`src/rtl/uwe_pkg.sv`:
```
package uwe_pkg;

	// ==========================================================
	// Register indices (byte address is four times the index)
	localparam logic [7:0] IDX_BAUD_HIGH  = 8'h70;
	localparam logic [7:0] IDX_BAUD_LOW   = 8'h71;
	localparam logic [7:0] IDX_CTRL_ONE   = 8'h72;
	localparam logic [7:0] IDX_CTRL_TWO   = 8'h73;
	localparam logic [7:0] IDX_STATUS_ONE = 8'h74;
	localparam logic [7:0] IDX_STATUS_TWO = 8'h75;
	localparam logic [7:0] IDX_DATA_HIGH  = 8'h76;
	localparam logic [7:0] IDX_DATA_LOW   = 8'h77;

	// ==========================================================
	// Reset values
	localparam logic [7:0] RST_BAUD_HIGH = 8'h00;
	localparam logic [7:0] RST_BAUD_LOW  = 8'h04;
	localparam logic [7:0] RST_CTRL      = 8'h00;

	// ==========================================================
	// Field widths and timing
	localparam int DIV_W       = 13;
	localparam int OVERSAMPLE  = 16;
	localparam logic [3:0] PH_LAST   = 4'hF;
	localparam logic [3:0] PH_SMP_A  = 4'h7;
	localparam logic [3:0] PH_SMP_C  = 4'h9;
	localparam logic [3:0] BITS_EIGHT = 4'h8;
	localparam logic [3:0] BITS_NINE  = 4'h9;
	localparam logic [3:0] FRAME_SHORT = 4'hA;
	localparam logic [3:0] FRAME_LONG  = 4'hB;

	// ==========================================================
	// Field layouts
	typedef struct packed {
		logic internal_loopback;
		logic pin_open_drain_select;
		logic unused;
		logic nine_bit;
		logic wake_by_address;
		logic idle_detect_type;
		logic parity_enable;
		logic parity_odd_select;
	} uwe_ctrl_one_t;

	typedef struct packed {
		logic tx_irq_en;
		logic tc_irq_en;
		logic rx_irq_en;
		logic idle_irq_en;
		logic tx_enable;
		logic rx_enable;
		logic sleep_until_wake;
		logic send_break;
	} uwe_ctrl_two_t;

	typedef struct packed {
		logic tx_empty;
		logic tx_complete;
		logic rx_full_flag;
		logic idle_flag;
		logic overrun_flag;
		logic noise_flag;
		logic framing_error_flag;
		logic parity_error_flag;
	} uwe_status_t;

	typedef enum logic [1:0] {RX_IDLE, RX_START, RX_DATA, RX_STOP} uwe_rx_t;

endpackage

```
`src/rtl/uwe_sci.sv`:
```
// The APB register port was chosen for this implementation.
module uwe_sci (
	// Clock and reset
	input  wire logic        clk_sys,
	input  wire logic        rst,
	// APB slave
	input  wire logic        psel,
	input  wire logic        penable,
	input  wire logic        pwrite,
	input  wire logic [11:0] paddr,
	input  wire logic [31:0] pwdata,
	output logic      [31:0] prdata,
	output logic             pready,
	output logic             pslverr,
	// Baud source ticks and clock-control select
	input  wire logic        pll_tick,
	input  wire logic        xtal_tick,
	input  wire logic        clock_source_select,
	// Serial pins
	input  wire logic        rx_pin_in,
	output logic             tx_pin_out,
	output logic             tx_pin_oe
);

	// ==========================================================
	// Registers
	logic [7:0]          baud_divider_high;
	logic [7:0]          baud_divider_low;
	uwe_pkg::uwe_ctrl_one_t line_control_one;
	uwe_pkg::uwe_ctrl_two_t line_control_two;
	logic                rx_full_flag;
	logic                idle_flag;
	logic                overrun_flag;
	logic                noise_flag;
	logic                framing_error_flag;
	logic                parity_error_flag;
	logic                tx_empty;
	uwe_pkg::uwe_status_t   seen;
	logic [8:0]          rx_data;
	logic [8:0]          tx_buf;

	// ==========================================================
	// Helpers
	function automatic logic majority(input logic [2:0] s);
		majority = (s[0] & s[1]) | (s[1] & s[2]) | (s[0] & s[2]);
	endfunction

	function automatic logic parity_of(input logic [8:0] d,
		input logic nine);
		parity_of = nine ? ^d : ^d[7:0];
	endfunction

	// ==========================================================
	// Bus decode
	wire logic [9:0] word_idx   = paddr[11:2];
	wire logic       setup      = psel & ~penable;
	wire logic       access     = psel & penable;
	wire logic       wr         = access & pwrite;
	wire logic       rd         = access & ~pwrite;
	wire logic       hit_bh     = word_idx == {2'h0, uwe_pkg::IDX_BAUD_HIGH};
	wire logic       hit_bl     = word_idx == {2'h0, uwe_pkg::IDX_BAUD_LOW};
	wire logic       hit_c1     = word_idx == {2'h0, uwe_pkg::IDX_CTRL_ONE};
	wire logic       hit_c2     = word_idx == {2'h0, uwe_pkg::IDX_CTRL_TWO};
	wire logic       hit_s1     = word_idx == {2'h0, uwe_pkg::IDX_STATUS_ONE};
	wire logic       hit_s2     = word_idx == {2'h0, uwe_pkg::IDX_STATUS_TWO};
	wire logic       hit_dh     = word_idx == {2'h0, uwe_pkg::IDX_DATA_HIGH};
	wire logic       hit_dl     = word_idx == {2'h0, uwe_pkg::IDX_DATA_LOW};
	wire logic       mapped     = hit_bh | hit_bl | hit_c1 | hit_c2 |
	                              hit_s1 | hit_s2 | hit_dh | hit_dl;
	wire logic       status_rd  = rd & hit_s1;
	wire logic       data_rd    = rd & (hit_dl | hit_dh);
	wire logic       data_lo_wr = wr & hit_dl;

	// ==========================================================
	// Baud generator: one sample tick per 2*BR source ticks
	wire logic [12:0] baud_divider = {baud_divider_high[4:0],
	                                  baud_divider_low};
	wire logic        src_tick = clock_source_select ? pll_tick
	                                                 : xtal_tick;
	wire logic        div_run  = baud_divider != 13'h0000;
	wire logic [13:0] div_top  = {baud_divider, 1'b0} - 14'h0001;
	logic [13:0] div_cnt;
	logic        smp_tick;

	// Counter held at zero, with no sample ticks, while the divider is zero
	always_ff @(posedge clk_sys) begin
		if (rst | ~div_run) begin
			div_cnt  <= 14'h0000;
			smp_tick <= 1'b0;
		end else begin
			smp_tick <= src_tick & (div_cnt >= div_top);
			if (src_tick)
				div_cnt <= (div_cnt >= div_top) ? 14'h0000
				                                : div_cnt + 14'h0001;
		end
	end

	// ==========================================================
	// Transmitter
	logic [10:0] tx_shift;
	logic [3:0]  tx_left;
	logic [3:0]  tx_phase;
	wire logic   tx_busy  = tx_left != 4'h0;
	wire logic   bit_tick = smp_tick & (tx_phase == uwe_pkg::PH_LAST);
	wire logic   nine     = line_control_one.nine_bit;
	wire logic   par_gen  = parity_of(tx_buf, nine) ^
	                        line_control_one.parity_odd_select;
	wire logic [8:0] tx_word = ~line_control_one.parity_enable ? tx_buf :
	                           nine ? {par_gen ^ tx_buf[8], tx_buf[7:0]} :
	                           {tx_buf[8], par_gen ^ tx_buf[7], tx_buf[6:0]};
	wire logic   tx_load  = bit_tick & ~tx_busy & ~tx_empty &
	                        line_control_two.tx_enable;
	wire logic   tx_line  = tx_busy ? tx_shift[0]
	                                : ~line_control_two.send_break;

	// Shift register, LSB first, stop bit loaded at the top, ones shift in from the top
	always_ff @(posedge clk_sys) begin
		if (rst) begin
			tx_shift <= 11'h7FF;
			tx_left  <= 4'h0;
			tx_phase <= 4'h0;
		end else begin
			if (smp_tick)
				tx_phase <= tx_phase + 4'h1;
			if (tx_load) begin
				tx_shift <= nine ? {1'b1, tx_word, 1'b0}
				                 : {2'b11, tx_word[7:0], 1'b0};
				tx_left  <= nine ? uwe_pkg::FRAME_LONG
				                 : uwe_pkg::FRAME_SHORT;
			end else if (bit_tick & tx_busy) begin
				tx_shift <= {1'b1, tx_shift[10:1]};
				tx_left  <= tx_left - 4'h1;
			end
		end
	end

	// Pin drive; loopback holds the line idle, open-drain never drives one
	wire logic pin_level = line_control_one.internal_loopback
	                       ? 1'b1 : tx_line;
	always_ff @(posedge clk_sys) begin
		if (rst) begin
			tx_pin_out <= 1'b1;
			tx_pin_oe  <= 1'b0;
		end else begin
			tx_pin_out <= pin_level;
			tx_pin_oe  <= line_control_two.tx_enable &
			              (~line_control_one.pin_open_drain_select |
			               ~pin_level);
		end
	end

	// ==========================================================
	// Receiver sampling
	wire logic rx_line = line_control_one.internal_loopback
	                     ? tx_line : rx_pin_in;
	uwe_pkg::uwe_rx_t rx_state;
	logic [3:0]  rx_phase;
	logic [3:0]  rx_cnt;
	logic [2:0]  rx_smp;
	logic [8:0]  rx_shift;
	logic        rx_noise;
	logic        rx_prev;
	logic [3:0]  ones_cnt;
	logic        idle_armed;
	wire logic [3:0] nbits   = nine ? uwe_pkg::BITS_NINE
	                                : uwe_pkg::BITS_EIGHT;
	wire logic [3:0] flen    = nine ? uwe_pkg::FRAME_LONG
	                                : uwe_pkg::FRAME_SHORT;
	wire logic   rx_on      = line_control_two.rx_enable;
	wire logic   bit_end    = smp_tick & (rx_phase == uwe_pkg::PH_LAST);
	wire logic   bit_val    = majority(rx_smp);
	wire logic   bit_noisy  = ~(&rx_smp) & (|rx_smp);
	wire logic   start_edge = smp_tick & rx_on & rx_prev & ~rx_line &
	                          (rx_state == uwe_pkg::RX_IDLE);
	wire logic   last_data  = rx_cnt == nbits - 4'h1;
	wire logic   stop_end   = bit_end & (rx_state == uwe_pkg::RX_STOP);
	wire logic   sleeping   = line_control_two.sleep_until_wake;
	wire logic [8:0] rx_word = nine ? rx_shift
	                                : {1'b0, rx_shift[8:1]};
	wire logic   addr_mark  = bit_end & (rx_state == uwe_pkg::RX_DATA) &
	                          last_data & bit_val &
	                          line_control_one.wake_by_address;

	// Ones run: short mode counts inside a frame, long only after stop
	wire logic count_bit = bit_end & bit_val &
	                       ((rx_state == uwe_pkg::RX_IDLE) |
	                        (~line_control_one.idle_detect_type &
	                         (rx_state != uwe_pkg::RX_START)));
	wire logic zero_bit  = bit_end & ~bit_val;
	wire logic idle_evt  = count_bit & idle_armed &
	                       (ones_cnt == flen - 4'h1);

	// Frame state machine
	always_ff @(posedge clk_sys) begin
		if (rst) begin
			rx_state <= uwe_pkg::RX_IDLE;
			rx_phase <= 4'h0;
			rx_cnt   <= 4'h0;
			rx_smp   <= 3'b111;
			rx_shift <= 9'h000;
			rx_noise <= 1'b0;
			rx_prev  <= 1'b1;
		end else if (smp_tick) begin
			rx_prev  <= rx_line;
			rx_phase <= start_edge ? 4'h1 : rx_phase + 4'h1;
			if (rx_phase >= uwe_pkg::PH_SMP_A &&
			    rx_phase <= uwe_pkg::PH_SMP_C)
				rx_smp <= {rx_smp[1:0], rx_line};
			unique case (rx_state)
			uwe_pkg::RX_IDLE: begin
				rx_noise <= 1'b0;
				if (start_edge)
					rx_state <= uwe_pkg::RX_START;
			end
			uwe_pkg::RX_START: begin
				if (bit_end) begin
					rx_noise <= bit_noisy;
					rx_cnt   <= 4'h0;
					rx_state <= bit_val ? uwe_pkg::RX_IDLE
					                    : uwe_pkg::RX_DATA;
				end
			end
			uwe_pkg::RX_DATA: begin
				if (bit_end) begin
					rx_shift <= {bit_val, rx_shift[8:1]};
					rx_noise <= rx_noise | bit_noisy;
					rx_cnt   <= rx_cnt + 4'h1;
					if (last_data)
						rx_state <= uwe_pkg::RX_STOP;
				end
			end
			uwe_pkg::RX_STOP: begin
				if (bit_end)
					rx_state <= uwe_pkg::RX_IDLE;
			end
			endcase
		end
	end

	// Idle run counter, armed again only after the line was active
	always_ff @(posedge clk_sys) begin
		if (rst) begin
			ones_cnt   <= 4'h0;
			idle_armed <= 1'b0;
		end else begin
			if (start_edge | zero_bit)
				ones_cnt <= 4'h0;
			else if (count_bit & ones_cnt != flen)
				ones_cnt <= ones_cnt + 4'h1;
			if (start_edge)
				idle_armed <= 1'b1;
			else if (idle_evt)
				idle_armed <= 1'b0;
		end
	end

	// ==========================================================
	// Receive status flags
	wire logic par_bad  = line_control_one.parity_enable &
	                      (parity_of(rx_word, nine) ^
	                       line_control_one.parity_odd_select);
	wire logic accept   = stop_end & ~sleeping & rx_on;
	wire logic ovr_set  = accept & rx_full_flag;
	wire logic load_ok  = accept & ~rx_full_flag &
	                      ~framing_error_flag;
	wire logic frm_set  = load_ok & ~bit_val;
	wire logic nse_set  = load_ok & (rx_noise | bit_noisy);
	wire logic par_set  = load_ok & par_bad;
	wire logic idle_set = idle_evt & ~sleeping & rx_on;
	wire logic clr_go   = data_rd;

	// Status read arms each shown flag; data read clears armed receive flags, a data low write an armed tx_empty
	always_ff @(posedge clk_sys) begin
		if (rst) begin
			seen <= '0;
		end else if (status_rd) begin
			seen <= prdata[7:0];
		end else if (clr_go | data_lo_wr) begin
			seen <= '0;
		end
	end

	// Set wins over the two-step clear
	always_ff @(posedge clk_sys) begin
		if (rst) begin
			rx_full_flag       <= 1'b0;
			idle_flag          <= 1'b0;
			overrun_flag       <= 1'b0;
			noise_flag         <= 1'b0;
			framing_error_flag <= 1'b0;
			parity_error_flag  <= 1'b0;
			rx_data            <= 9'h000;
		end else begin
			if (load_ok)
				rx_data <= rx_word;
			rx_full_flag <= load_ok |
			                (rx_full_flag & ~(clr_go & seen.rx_full_flag));
			idle_flag    <= idle_set |
			                (idle_flag & ~(clr_go & seen.idle_flag));
			overrun_flag <= ovr_set | (overrun_flag &
			                ~(clr_go & seen.overrun_flag));
			noise_flag   <= nse_set | (noise_flag &
			                ~(clr_go & seen.noise_flag));
			framing_error_flag <= frm_set | (framing_error_flag &
			                ~(clr_go & seen.framing_error_flag));
			parity_error_flag  <= par_set | (parity_error_flag &
			                ~(clr_go & seen.parity_error_flag));
		end
	end

	// ==========================================================
	// Control registers and transmit buffer
	wire logic wake_clr = (idle_evt & ~line_control_one.wake_by_address)
	                      | addr_mark;
	wire logic tdre_clr = data_lo_wr & seen.tx_empty;

	always_ff @(posedge clk_sys) begin
		if (rst) begin
			baud_divider_high <= uwe_pkg::RST_BAUD_HIGH;
			baud_divider_low  <= uwe_pkg::RST_BAUD_LOW;
			line_control_one  <= uwe_pkg::RST_CTRL;
			line_control_two  <= uwe_pkg::RST_CTRL;
			tx_buf            <= 9'h000;
			tx_empty          <= 1'b1;
		end else begin
			if (wr & hit_bh)
				baud_divider_high <= pwdata[7:0] & 8'hDF;
			if (wr & hit_bl)
				baud_divider_low <= pwdata[7:0];
			if (wr & hit_c1)
				line_control_one <= pwdata[7:0] & 8'hDF;
			// Hardware wake clears the sleep bit after any write
			if (wr & hit_c2)
				line_control_two <= pwdata[7:0];
			if (wake_clr)
				line_control_two.sleep_until_wake <= 1'b0;
			if (wr & hit_dh)
				tx_buf[8] <= pwdata[6];
			if (data_lo_wr)
				tx_buf[7:0] <= pwdata[7:0];
			tx_empty <= tx_load | (tx_empty & ~tdre_clr);
		end
	end

	// ==========================================================
	// Read mux; data registered in the setup phase, zero wait states
	uwe_pkg::uwe_status_t status_now;
	assign status_now = '{tx_empty, ~tx_busy & tx_empty, rx_full_flag,
	                      idle_flag, overrun_flag, noise_flag,
	                      framing_error_flag, parity_error_flag};
	wire logic [7:0] rd_byte =
		hit_bh ? baud_divider_high :
		hit_bl ? baud_divider_low :
		hit_c1 ? line_control_one :
		hit_c2 ? line_control_two :
		hit_s1 ? status_now :
		hit_s2 ? {7'h00, rx_state != uwe_pkg::RX_IDLE} :
		hit_dh ? {rx_data[8], tx_buf[8], 6'h00} :
		hit_dl ? rx_data[7:0] : 8'h00;

	always_ff @(posedge clk_sys) begin
		if (rst) begin
			prdata  <= 32'h0000_0000;
			pready  <= 1'b0;
			pslverr <= 1'b0;
		end else begin
			pready <= 1'b1;
			if (setup) begin
				prdata  <= {24'h00_0000, rd_byte};
				pslverr <= ~mapped;
			end
		end
	end

endmodule

```
`config.mk`:
```
export PLATFORM = sky130hd
export DESIGN_NAME = uwe_sci
export DESIGN_NICKNAME = d
export VERILOG_FILES = /design/src/rtl/uwe_pkg.sv /design/src/rtl/uwe_sci.sv
export SDC_FILE = /design/constraint.sdc
export NUM_CORES = 1
export LEC_CHECK = 0
export BUFFER_PORTS_ARGS = -buffer_cell sky130_fd_sc_hd__buf_4
export CELL_PAD_IN_SITES_DETAIL_PLACEMENT = 0
export CELL_PAD_IN_SITES_GLOBAL_PLACEMENT = 1
export CORE_MARGIN = 8
export CORE_UTILIZATION = 45
export CTS_CLUSTER_SIZE = 14
export DETAILED_ROUTE_END_ITERATION = 6
export HOLD_SLACK_MARGIN = 0.12
export PLACE_DENSITY_LB_ADDON = 0.05
export SLEW_MARGIN = 20
export SYNTH_ARGS = -nofsm -noshare
export SYNTH_HDL_FRONTEND = slang
export SYNTH_SLANG_ARGS = --single-unit
```
`constraint.sdc`:
```
create_clock -name clk_sys -period 4.75 [get_ports clk_sys]
set_clock_uncertainty 0.1 [all_clocks]
set_input_delay 0.7125 -clock clk_sys [delete_from_list [all_inputs] [get_ports clk_sys]]
set_output_delay 0.7125 -clock clk_sys [all_outputs]
set_load 0.01 [all_outputs]
```
# --- Yosys cells after proc, flatten, opt, wreduce, memory -nomap -nowiden ---
# Index checks and enable logic that the tools add are counted.
# Widths: inputs -> output; s select.
word_totals:
  register_bits: 137
  latch_bits: 0
  ram_bits: 0
  rom_bits: 0
  input_bits: 53
  out_inout_bits: 36
  word_cells: 273
  mem_count: 0
op_classes:
  n_addsub: 9
  multipliers: 0
  n_div: 0
  magnitude_cmp: 3
  eq_ne: 22
  shifts: 0
  n_mux: 44
  n_bitwise: 119
  n_reduce_logical: 23
ops:
  columns: ["operator", "n"]
  rows:
  - ["$eq 10x7->1 const B", 8]
  - ["$mux 8", 10]
  - ["$and 1x1->1", 67]
  - ["$mux 9", 3]
  - ["$not 1->1", 24]
  - ["$or 1x1->1", 24]
  - ["$mux 11", 2]
  - ["$mux 4", 5]
  - ["$reduce_xor 9->1", 2]
  - ["$add 4x1->4 const B", 4]
  - ["$reduce_xor 8->1", 2]
  - ["$add 14x1->14 const B", 1]
  - ["$ge 14x14->1", 1]
  - ["$mux 14", 1]
  - ["$sub 14x1->14 const B", 1]
  - ["$mux 1", 13]
  - ["$reduce_bool 13->1", 1]
  - ["$mux 2", 6]
  - ["$sub 4x1->4 const B", 3]
  - ["$mux 10", 1]
  - ["$ne 2x2->1 const B", 5]
  - ["$reduce_bool 2->1", 5]
  - ["$eq 4x4->1", 2]
  - ["$eq 4x4->1 const B", 2]
  - ["20 further kinds", 27]

# --- Logic depth before layout (Yosys ltp) ---
# Gate-level depths: netlist of run 1.
logic_depth:
  ltp_word: 10
  depth_mapped: 14
  mapped_depth_nobuf: 13

# --- Worst setup path after synthesis of run 1 ---
# No wires, ideal clock.
synth_path:
  path_type: "register -> register"
  startpoint: "register baud_divider_low[7]"
  endpoint: "register div_cnt[5]"
  setup_time_ps: 64
  t_arrival_ps: 2793
  required_ps: 4586
  slack_ps: 1793
  path_stages_with_launch: 12
  path_buffers: 2
  period_less_slack_ps: 2957
  cell_sequence: "dfxtp_1 -> buf_2 -> or4_4 -> nor3_1 -> xnor2_1 -> ha_1 -> a222oi_1 -> nand2_1 -> o32ai_1 -> o21bai_1 -> buf_4 -> nor2_1"
synth_via:
  elab_chain_len: 3
  word_cells_on_any_way: 6
  cone_classes: "add/sub: 1; order compare: 1; mux: 1; bitwise: 2; reduce/logical: 1"
synth_lines:
  columns: ["element", "line", "source"]
  rows:
  - ["start: declaration", "uwe_sci.sv:28", "logic [7:0] baud_divider_low;"]
  - ["start signal: assignment", "uwe_sci.sv:320", "baud_divider_low <= uwe_pkg::RST_BAUD_LOW;"]
  - ["start signal: assignment", "uwe_sci.sv:329", "baud_divider_low <= pwdata[7:0];"]
  - ["$sub 14x1->14 or $reduce_bool 13->1 (tied branches)", "uwe_sci.sv:81, uwe_sci.sv:80", null]
  - ["$ge 14x14->1 or $not 1->1 (tied branches)", "uwe_sci.sv:93, uwe_sci.sv:87", null]
  - ["$mux 14 or $or 1x1->1 (tied branches)", "uwe_sci.sv:93, uwe_sci.sv:87", null]
  - ["end signal: assignment", "uwe_sci.sv:93", "div_cnt <= (div_cnt >= div_top) ? 14'h0000"]
  - ["end: declaration", "uwe_sci.sv:82", "logic [13:0] div_cnt;"]
# Several ways; a longest one is shown, not always the timed one.
# A chain may end at the register's enable or synchronous reset.

# --- Worst setup path after layout of run 1 ---
layout_path:
  startpoint: "register baud_divider_low[0]"
  endpoint: "register div_cnt[12]"
# Same word-level chain as after synthesis.

==> run summary, run 1 <==
WS Path Type = flop to flop
Die width = 142 µm
Flip-flop and latch count after synthesis = 136
Crit path DAT = 3.89 ns
Die area = 20,200 µm²
DRT iter0 DRCs = 332
Placed cells = 1,047
TritonRoute pass-1 iters = 5
WL final = 17,800 µm
Min-delay src = idle_armed$_SDFFE_PP0P_
Die height = 142 µm
Metal2 WL = 8390 µm
Worst R2R Start = baud_divider_low[0]$_SDFFE_PP0P_
Share of cells above drive strength 1 = 11.4%
Initial antenna violation count = 0
Worst hold path type = flop to flop
TritonCTS Buffers = 17
Max clock buf depth = 2
Pwr Density = 316 nW/µm²
Placer Congestion = 0.836
Cell family contributing the most delay on the critical path = compound AO/OA/AOI/OAI gates
Fmax = 274 MHz
Clock-pin slew on the worst setup and hold paths = 0.06 ns
First-pass GRT wire length = 28,900 µm
Yosys top cell area share = 38.1%
Async SR Flop Fraction = 0%
Count of pins over their slew limit = 0
Minimum clock period = 3.64 ns
Footprint of the multi-input gates = 4090 µm²
IO Count = 89
Worst vdd ir = 0.000229 V
CP endpoint kind = flop
Row count = 46
Final Cycle Share = 76.7%
Root Buffer = clkbuf_16
Sequential share of the synthesized area = 38.1%
Area contributors post-synth = dfxtp_1, mux2i_1, nor2_1
# DRC = 0
Number of global-route vias before repair = 5,648
RSZ-0062 raised after global routing = false
Fin. Hold Viols = 0
Nature of the critical path startpoint = flop
Syn Area/Cell = 8.63 µm²
GRT Total Usage = 17.9%
Antenna cells = 0
Fin cells = 1,079
Top Metal Used = met4
Clk sinks = 136
R2r setup slk = 1.11 ns
Largest area contributor in the netlist = dfxtp_1
Hold-fix buffers at CTS = 0
Setup repair bufs after CTS = 0
Static Leakage = 0.00302 µW
Cell-by-cell trace of the critical path = inv_1 > ha_1 > nand3_1 > or2_2 > nor4_1 > xnor2_1 > ha_1 > a222oi_1 > nand2_1 > o32ai_1 > o21bai_1 > nor2_1
Initial Utilization = 45.5%
Max-cap violation count = 0
# fillers = 1,501
Via Count = 5,849
Pin count of the biggest net entering global routing = 100
Post-route ant nets = 0
Count of final setup violators = 0
Worst Path Buf+Inv = 1
Worst rel slew slack = 27.7%
Crit. Startpoint = baud_divider_low[0]$_SDFFE_PP0P_
PostCTS Resize Cnt = 0
Total grt overflow = 0
Setup TNS Final = 0 ns
Final core occ = 51.4%
Net total in the final layout = 929
DR WL/cell = 16.5 µm
Area grow syn2layout = 12.9%
Total length of routed met3 wires = 918 µm
Worst endpoint required time = 5.00 ns
Htree depth = 4
Met1 wire length = 8380 µm
Worst path most repeated cell = ha_1
CP max stage cell = o32ai_1
Port Buf Inserts = 38
Clk_lat worst skew = 0.42 ns
Avg Vias per Cell = 5.42
Cell count after synthesis = 829
Clock tree from TritonCTS = done
CP peak stage delay = 0.67 ns
Area of the core = 15,700 µm²
HPWL after DPL = 12,900 µm
Crit-path max FO = 11
YS warnings = 0
Most used flip-flop cell after synthesis = dfxtp_1
Post-synth EDFFs = 0
Mapped cell area = 7150 µm²
Outcome = finished, final reports clean
Synth cell types = 74
Worst slew pin tran = 1.08 ns
Area occupied by registers = 2720 µm²
==> placed cells by master (no fill, tap or decap), types with 10 or more instances in the layout <==
master	count
nor2_1	101
ha_1	26
dfxtp_1	136
clkbuf_16	17
nand3_1	27
conb_1	24
o21ai_0	14
nor2b_1	12
o211ai_1	11
a211oi_1	10
inv_1	22
nand2_1	91
xor2_1	20
nand4_1	18
nor3_1	16
mux2i_1	56
a21oi_1	59
xnor2_1	27
buf_4	44
==> area by class of cell <==
class	instances	area share, %
Clock buffer	18	5.31
Clock inverter	14	1.87
Inverter	23	1.07
Multi-Input combinational cell	628	50.6
Sequential cell	136	33.7
Tap cell	216	3.35
Timing Repair Buffer	44	4.09
==> synthesized netlist by cell type, types with 9 or more instances <==
cell type  number
a211oi_1       10
a21oi_1        59
and3_1          9
buf_4          25
clkbuf_1       27
dfxtp_1       136
ha_1           26
inv_1          22
mux2i_1        56
nand2_1        91
nand3_1        27
nand4_1        18
nor2_1        101
nor2b_1        12
nor3_1         17
o211ai_1       11
o21ai_0        14
xnor2_1        27
xor2_1         20
==> cells by family after synthesis <==
kind of cell	synth area share [%]
adder cells (fa/ha/maj)	4.69
XOR/XNOR	6.07
multiplexers	8.46
buffers and inverters	6.16
other	0.0524
AO/OA/AOI/OAI	14.4
AND/OR/NAND/NOR	22.1
flip-flops	38.1
==> registers in the layout, indices dropped and copies added, names as in the netlist, 7 cells and up, named ones only <==
register           flops
tx_shift              10
rx_data                9
div_cnt               14
seen                   7
prdata                 8
baud_divider_low       8
rx_shift               9
baud_divider_high      7
tx_buf                 9
==> metrics by stage <==
stage	hold WS [ns]	worst slack [ns]	instance area [µm²]	total power (µW)
6_report	0.358	1.11	8080	2550
5_1_grt	0.376	0.786	8080	2640
4_1_cts	0.360	1.05	8070	2580
3_5_place_dp	0.352	1.08	7490	1280
3_3_place_gp	0.347	1.23	7490	1280
2_1_floorplan	0.337	1.79	7240	1250
==> report_power, final <==
group | internal [µW] | switching (µW) | leakage (µW) | total [µW]
registers | 1140 | 3.58 | 0.00110 | 1150
logic | 34.7 | 78.4 | 0.00166 | 113
clock network | 774 | 517 | 0.000268 | 1290
total | 1950 | 599 | 0.00302 | 2550
==> worst register-to-register path, delay by kind of cell, from the launching register on <==
family | cells | cell delay (ns)
simple gates | 5 | 1.02
buf+inv | 1 | 0.10
fa+ha+maj | 2 | 0.49
compound gates | 3 | 1.31
flops | 1 | 0.36
xor+xnor | 1 | 0.18
==> metal layers <==
layer	GRT usage (%)	up-vias
met4	4.69	0
met3	4.29	12
met2	29.0	126
met5	0	-
li1	-	2923
met1	23.2	2788
==> final timing paths <==
path	end	cells past startpoint
worst min register to register	idle_armed$_SDFFE_PP0P_	2
worst max register to register	div_cnt[12]$_SDFFE_PP0P_	12
worst max-delay path	div_cnt[12]$_SDFFE_PP0P_	12
worst min-delay path	idle_armed$_SDFFE_PP0P_	2
Note: power is estimated with default switching activity, not from simulation.
==> inputs of run 2 (changes only) <==
--- a/config.mk
+++ b/config.mk
@@ -9,7 +9,7 @@
 export CELL_PAD_IN_SITES_DETAIL_PLACEMENT = 0
 export CELL_PAD_IN_SITES_GLOBAL_PLACEMENT = 1
 export CORE_MARGIN = 8
-export CORE_UTILIZATION = 45
+export CORE_UTILIZATION = 44
 export CTS_CLUSTER_SIZE = 14
 export DETAILED_ROUTE_END_ITERATION = 6
 export HOLD_SLACK_MARGIN = 0.12
==> constraint.sdc (replaced) <==
create_clock -name clk_sys -period 3.7 [get_ports clk_sys]
set_clock_uncertainty 0.1 [all_clocks]
set_input_delay 0.555 -clock clk_sys [delete_from_list [all_inputs] [get_ports clk_sys]]
set_output_delay 0.555 -clock clk_sys [all_outputs]
set_load 0.01 [all_outputs]
==> run 2 against run 1 <==
Compared with the run above:
- sequential power is 28% higher
- count of clock-buffer cells in the layout rose by 8
- largest power group unchanged
- combinational power up 30%
- critical path type unchanged
- power grew 24%
- non-clock buffer count up 3
- sequential cell count unchanged
- final cell count hardly changed
==> run summary, run 2 (synthesized netlist as in run 1, its figures left out) <==
Outcome = finished, final reports clean
Avg Vias per Cell = 5.49
Crit-path max FO = 11
Setup repair bufs after CTS = 0
Pwr Density = 393 nW/µm²
Worst hold path type = input pin to flop
Power, Total = 3160 µW
Area of the core = 15,900 µm²
Row count = 46
CP endpoint kind = flop
Worst rel slew slack = 53.6%
Clock-pin slew on the worst setup and hold paths = 0.06 ns
IO Count = 89
Clock share of power = 48.7%
Largest reg by FF count = div_cnt
Nature of the critical path startpoint = flop
GRT Total Usage = 18.1%
Crit path DAT = 3.56 ns
Share of cells above drive strength 1 = 10.8%
Count of final setup violators = 0
Die width = 144 µm
Static Leakage = 0.00303 µW
Setup TNS Final = 0 ns
Max FFs per register = 14
Net total in the final layout = 932
Number of global-route vias before repair = 5,611
WS Path Type = flop to flop
DR WL/cell = 16.9 µm
Initial Utilization = 45.0%
Minimum clock period = 3.31 ns
Net Sw Power = 697 µW
Max-cap violation count = 0
Die height = 144 µm
Clock tree from TritonCTS = done
Hold-fix buffers at CTS = 0
GR peak layer = met2
Worst vdd ir = 0.000345 V
# DRC = 0
Fmax = 303 MHz
Most frequent cells in the layout = dfxtp_1, nor2_1, nand2_1
Antenna cells = 0
Worst slew pin tran = 0.696 ns
Fin. Hold Viols = 0
Worst endpoint required time = 3.95 ns
TritonRoute pass-1 iters = 5
Count of pins over their slew limit = 0
Reg power frac = 46.6%
Htree depth = 4
Post-route ant nets = 0
Final Cycle Share = 89.3%
Placer Congestion = 0.845
Cell-internal power = 2460 µW
HPWL after DPL = 13,300 µm
Clk_lat worst skew = 0.42 ns
GRT met3 Usage = 4.01%
Total grt overflow = 0
First-pass GRT wire length = 29,300 µm
Area grow syn2layout = 12.4%
Switching Fraction = 22.0%
TritonCTS Buffers = 17
WL final = 18,200 µm
RSZ-0062 raised after global routing = false
Global-route met2 utilization = 29.2%
Max clock buf depth = 2
Via Count = 5,934
Pin count of the biggest net entering global routing = 69
Initial antenna violation count = 0
Largest registers = div_cnt: 14 flops, tx_shift: 10 flops
Clk sinks = 136
Die area = 20,600 µm²
Port Buf Inserts = 38
PostCTS Resize Cnt = 0
Met1 usage = 23.2%
Logic pwr share = 4.7%
Most common cell after layout, fill and taps aside = dfxtp_1
DRT iter0 DRCs = 399
Root Buffer = clkbuf_16
## run 2: changes by cell type in the layout (fill, tap and decap cells not counted)
cell	previous run	this run
clkbuf_1	1	7
clkinvlp_4	5	0
clkinv_4	4	0
buf_4	44	47
clkbuf_8	0	2
bufinv_16	2	1
clkinv_2	2	3
inv_6	1	0
nor3_2	1	2
nor3_4	4	3
## run 2: path summary, 6_finish.rpt
kind / startpoint / to / slack [ns] / cells after the start
min: pwdata[5] / baud_divider_low[5]$_SDFFE_PP0P_ / 0.33 / 3
max reg2reg: baud_divider_low[1]$_SDFFE_PP0P_ / div_cnt[12]$_SDFFE_PP0P_ / 0.39 / 14
min reg2reg: prdata[6]$_SDFFE_PP0P_ / prdata[6]$_SDFFE_PP0P_ / 0.35 / 2
max: baud_divider_low[1]$_SDFFE_PP0P_ / div_cnt[12]$_SDFFE_PP0P_ / 0.39 / 14
## run 2: final cells by class
type	count	area [µm²]
Clock buffer	26	479
Sequential cell	136	2720
Multi-Input combinational cell	628	4080
Timing Repair Buffer	47	353
Inverter	23	86.3
Tap cell	216	270
Fill cell	1556	7850
Clock inverter	4	45.0
## run 2: worst max-delay path, stage by stage (launching register included)
cell and delay (ns):
dfxtp_1 0.32, inv_1 0.12, ha_1 0.22, nand3_1 0.12
or2_2 0.35, nor4_1 0.29, xnor2_1 0.17, ha_1 0.28
a222oi_1 0.24, nand2_1 0.08, o32ai_1 0.38, buf_4 0.21
o21bai_1 0.06, buf_4 0.19, nor2_1 0.11
## run 2: power by group through the flow
stage               clock (µW)  sequential, µW  combinational, µW
CTS                       1580            1470                145
global route              1650            1470                159
global placement             0            1500                143
finish                    1540            1470                147
detailed placement           0            1500                145
floorplan                    0            1500                105
## run 2: metrics by stage
stage / hold WS [ns] / instances / area (µm²) / setup slack, ns / utilization [%]
after floorplan: 0.337 / 852 / 7240 / 0.743 / -
after global placement: 0.345 / 1050 / 7510 / 0.514 / 47.3
after detailed placement: 0.353 / 1050 / 7510 / 0.456 / 47.3
after CTS: 0.312 / 1080 / 8040 / 0.437 / 50.6
after global routing: 0.332 / 1080 / 8040 / 0.157 / 50.6
final: 0.326 / 1080 / 8040 / 0.395 / 50.6
## run 2: routing by layer
layer  vias up  share of wire [%]
met5         -                  0
met4         0                1.8
met3        28                6.7
met2       160                 46
met1      2812                 45
li1       2934                  -
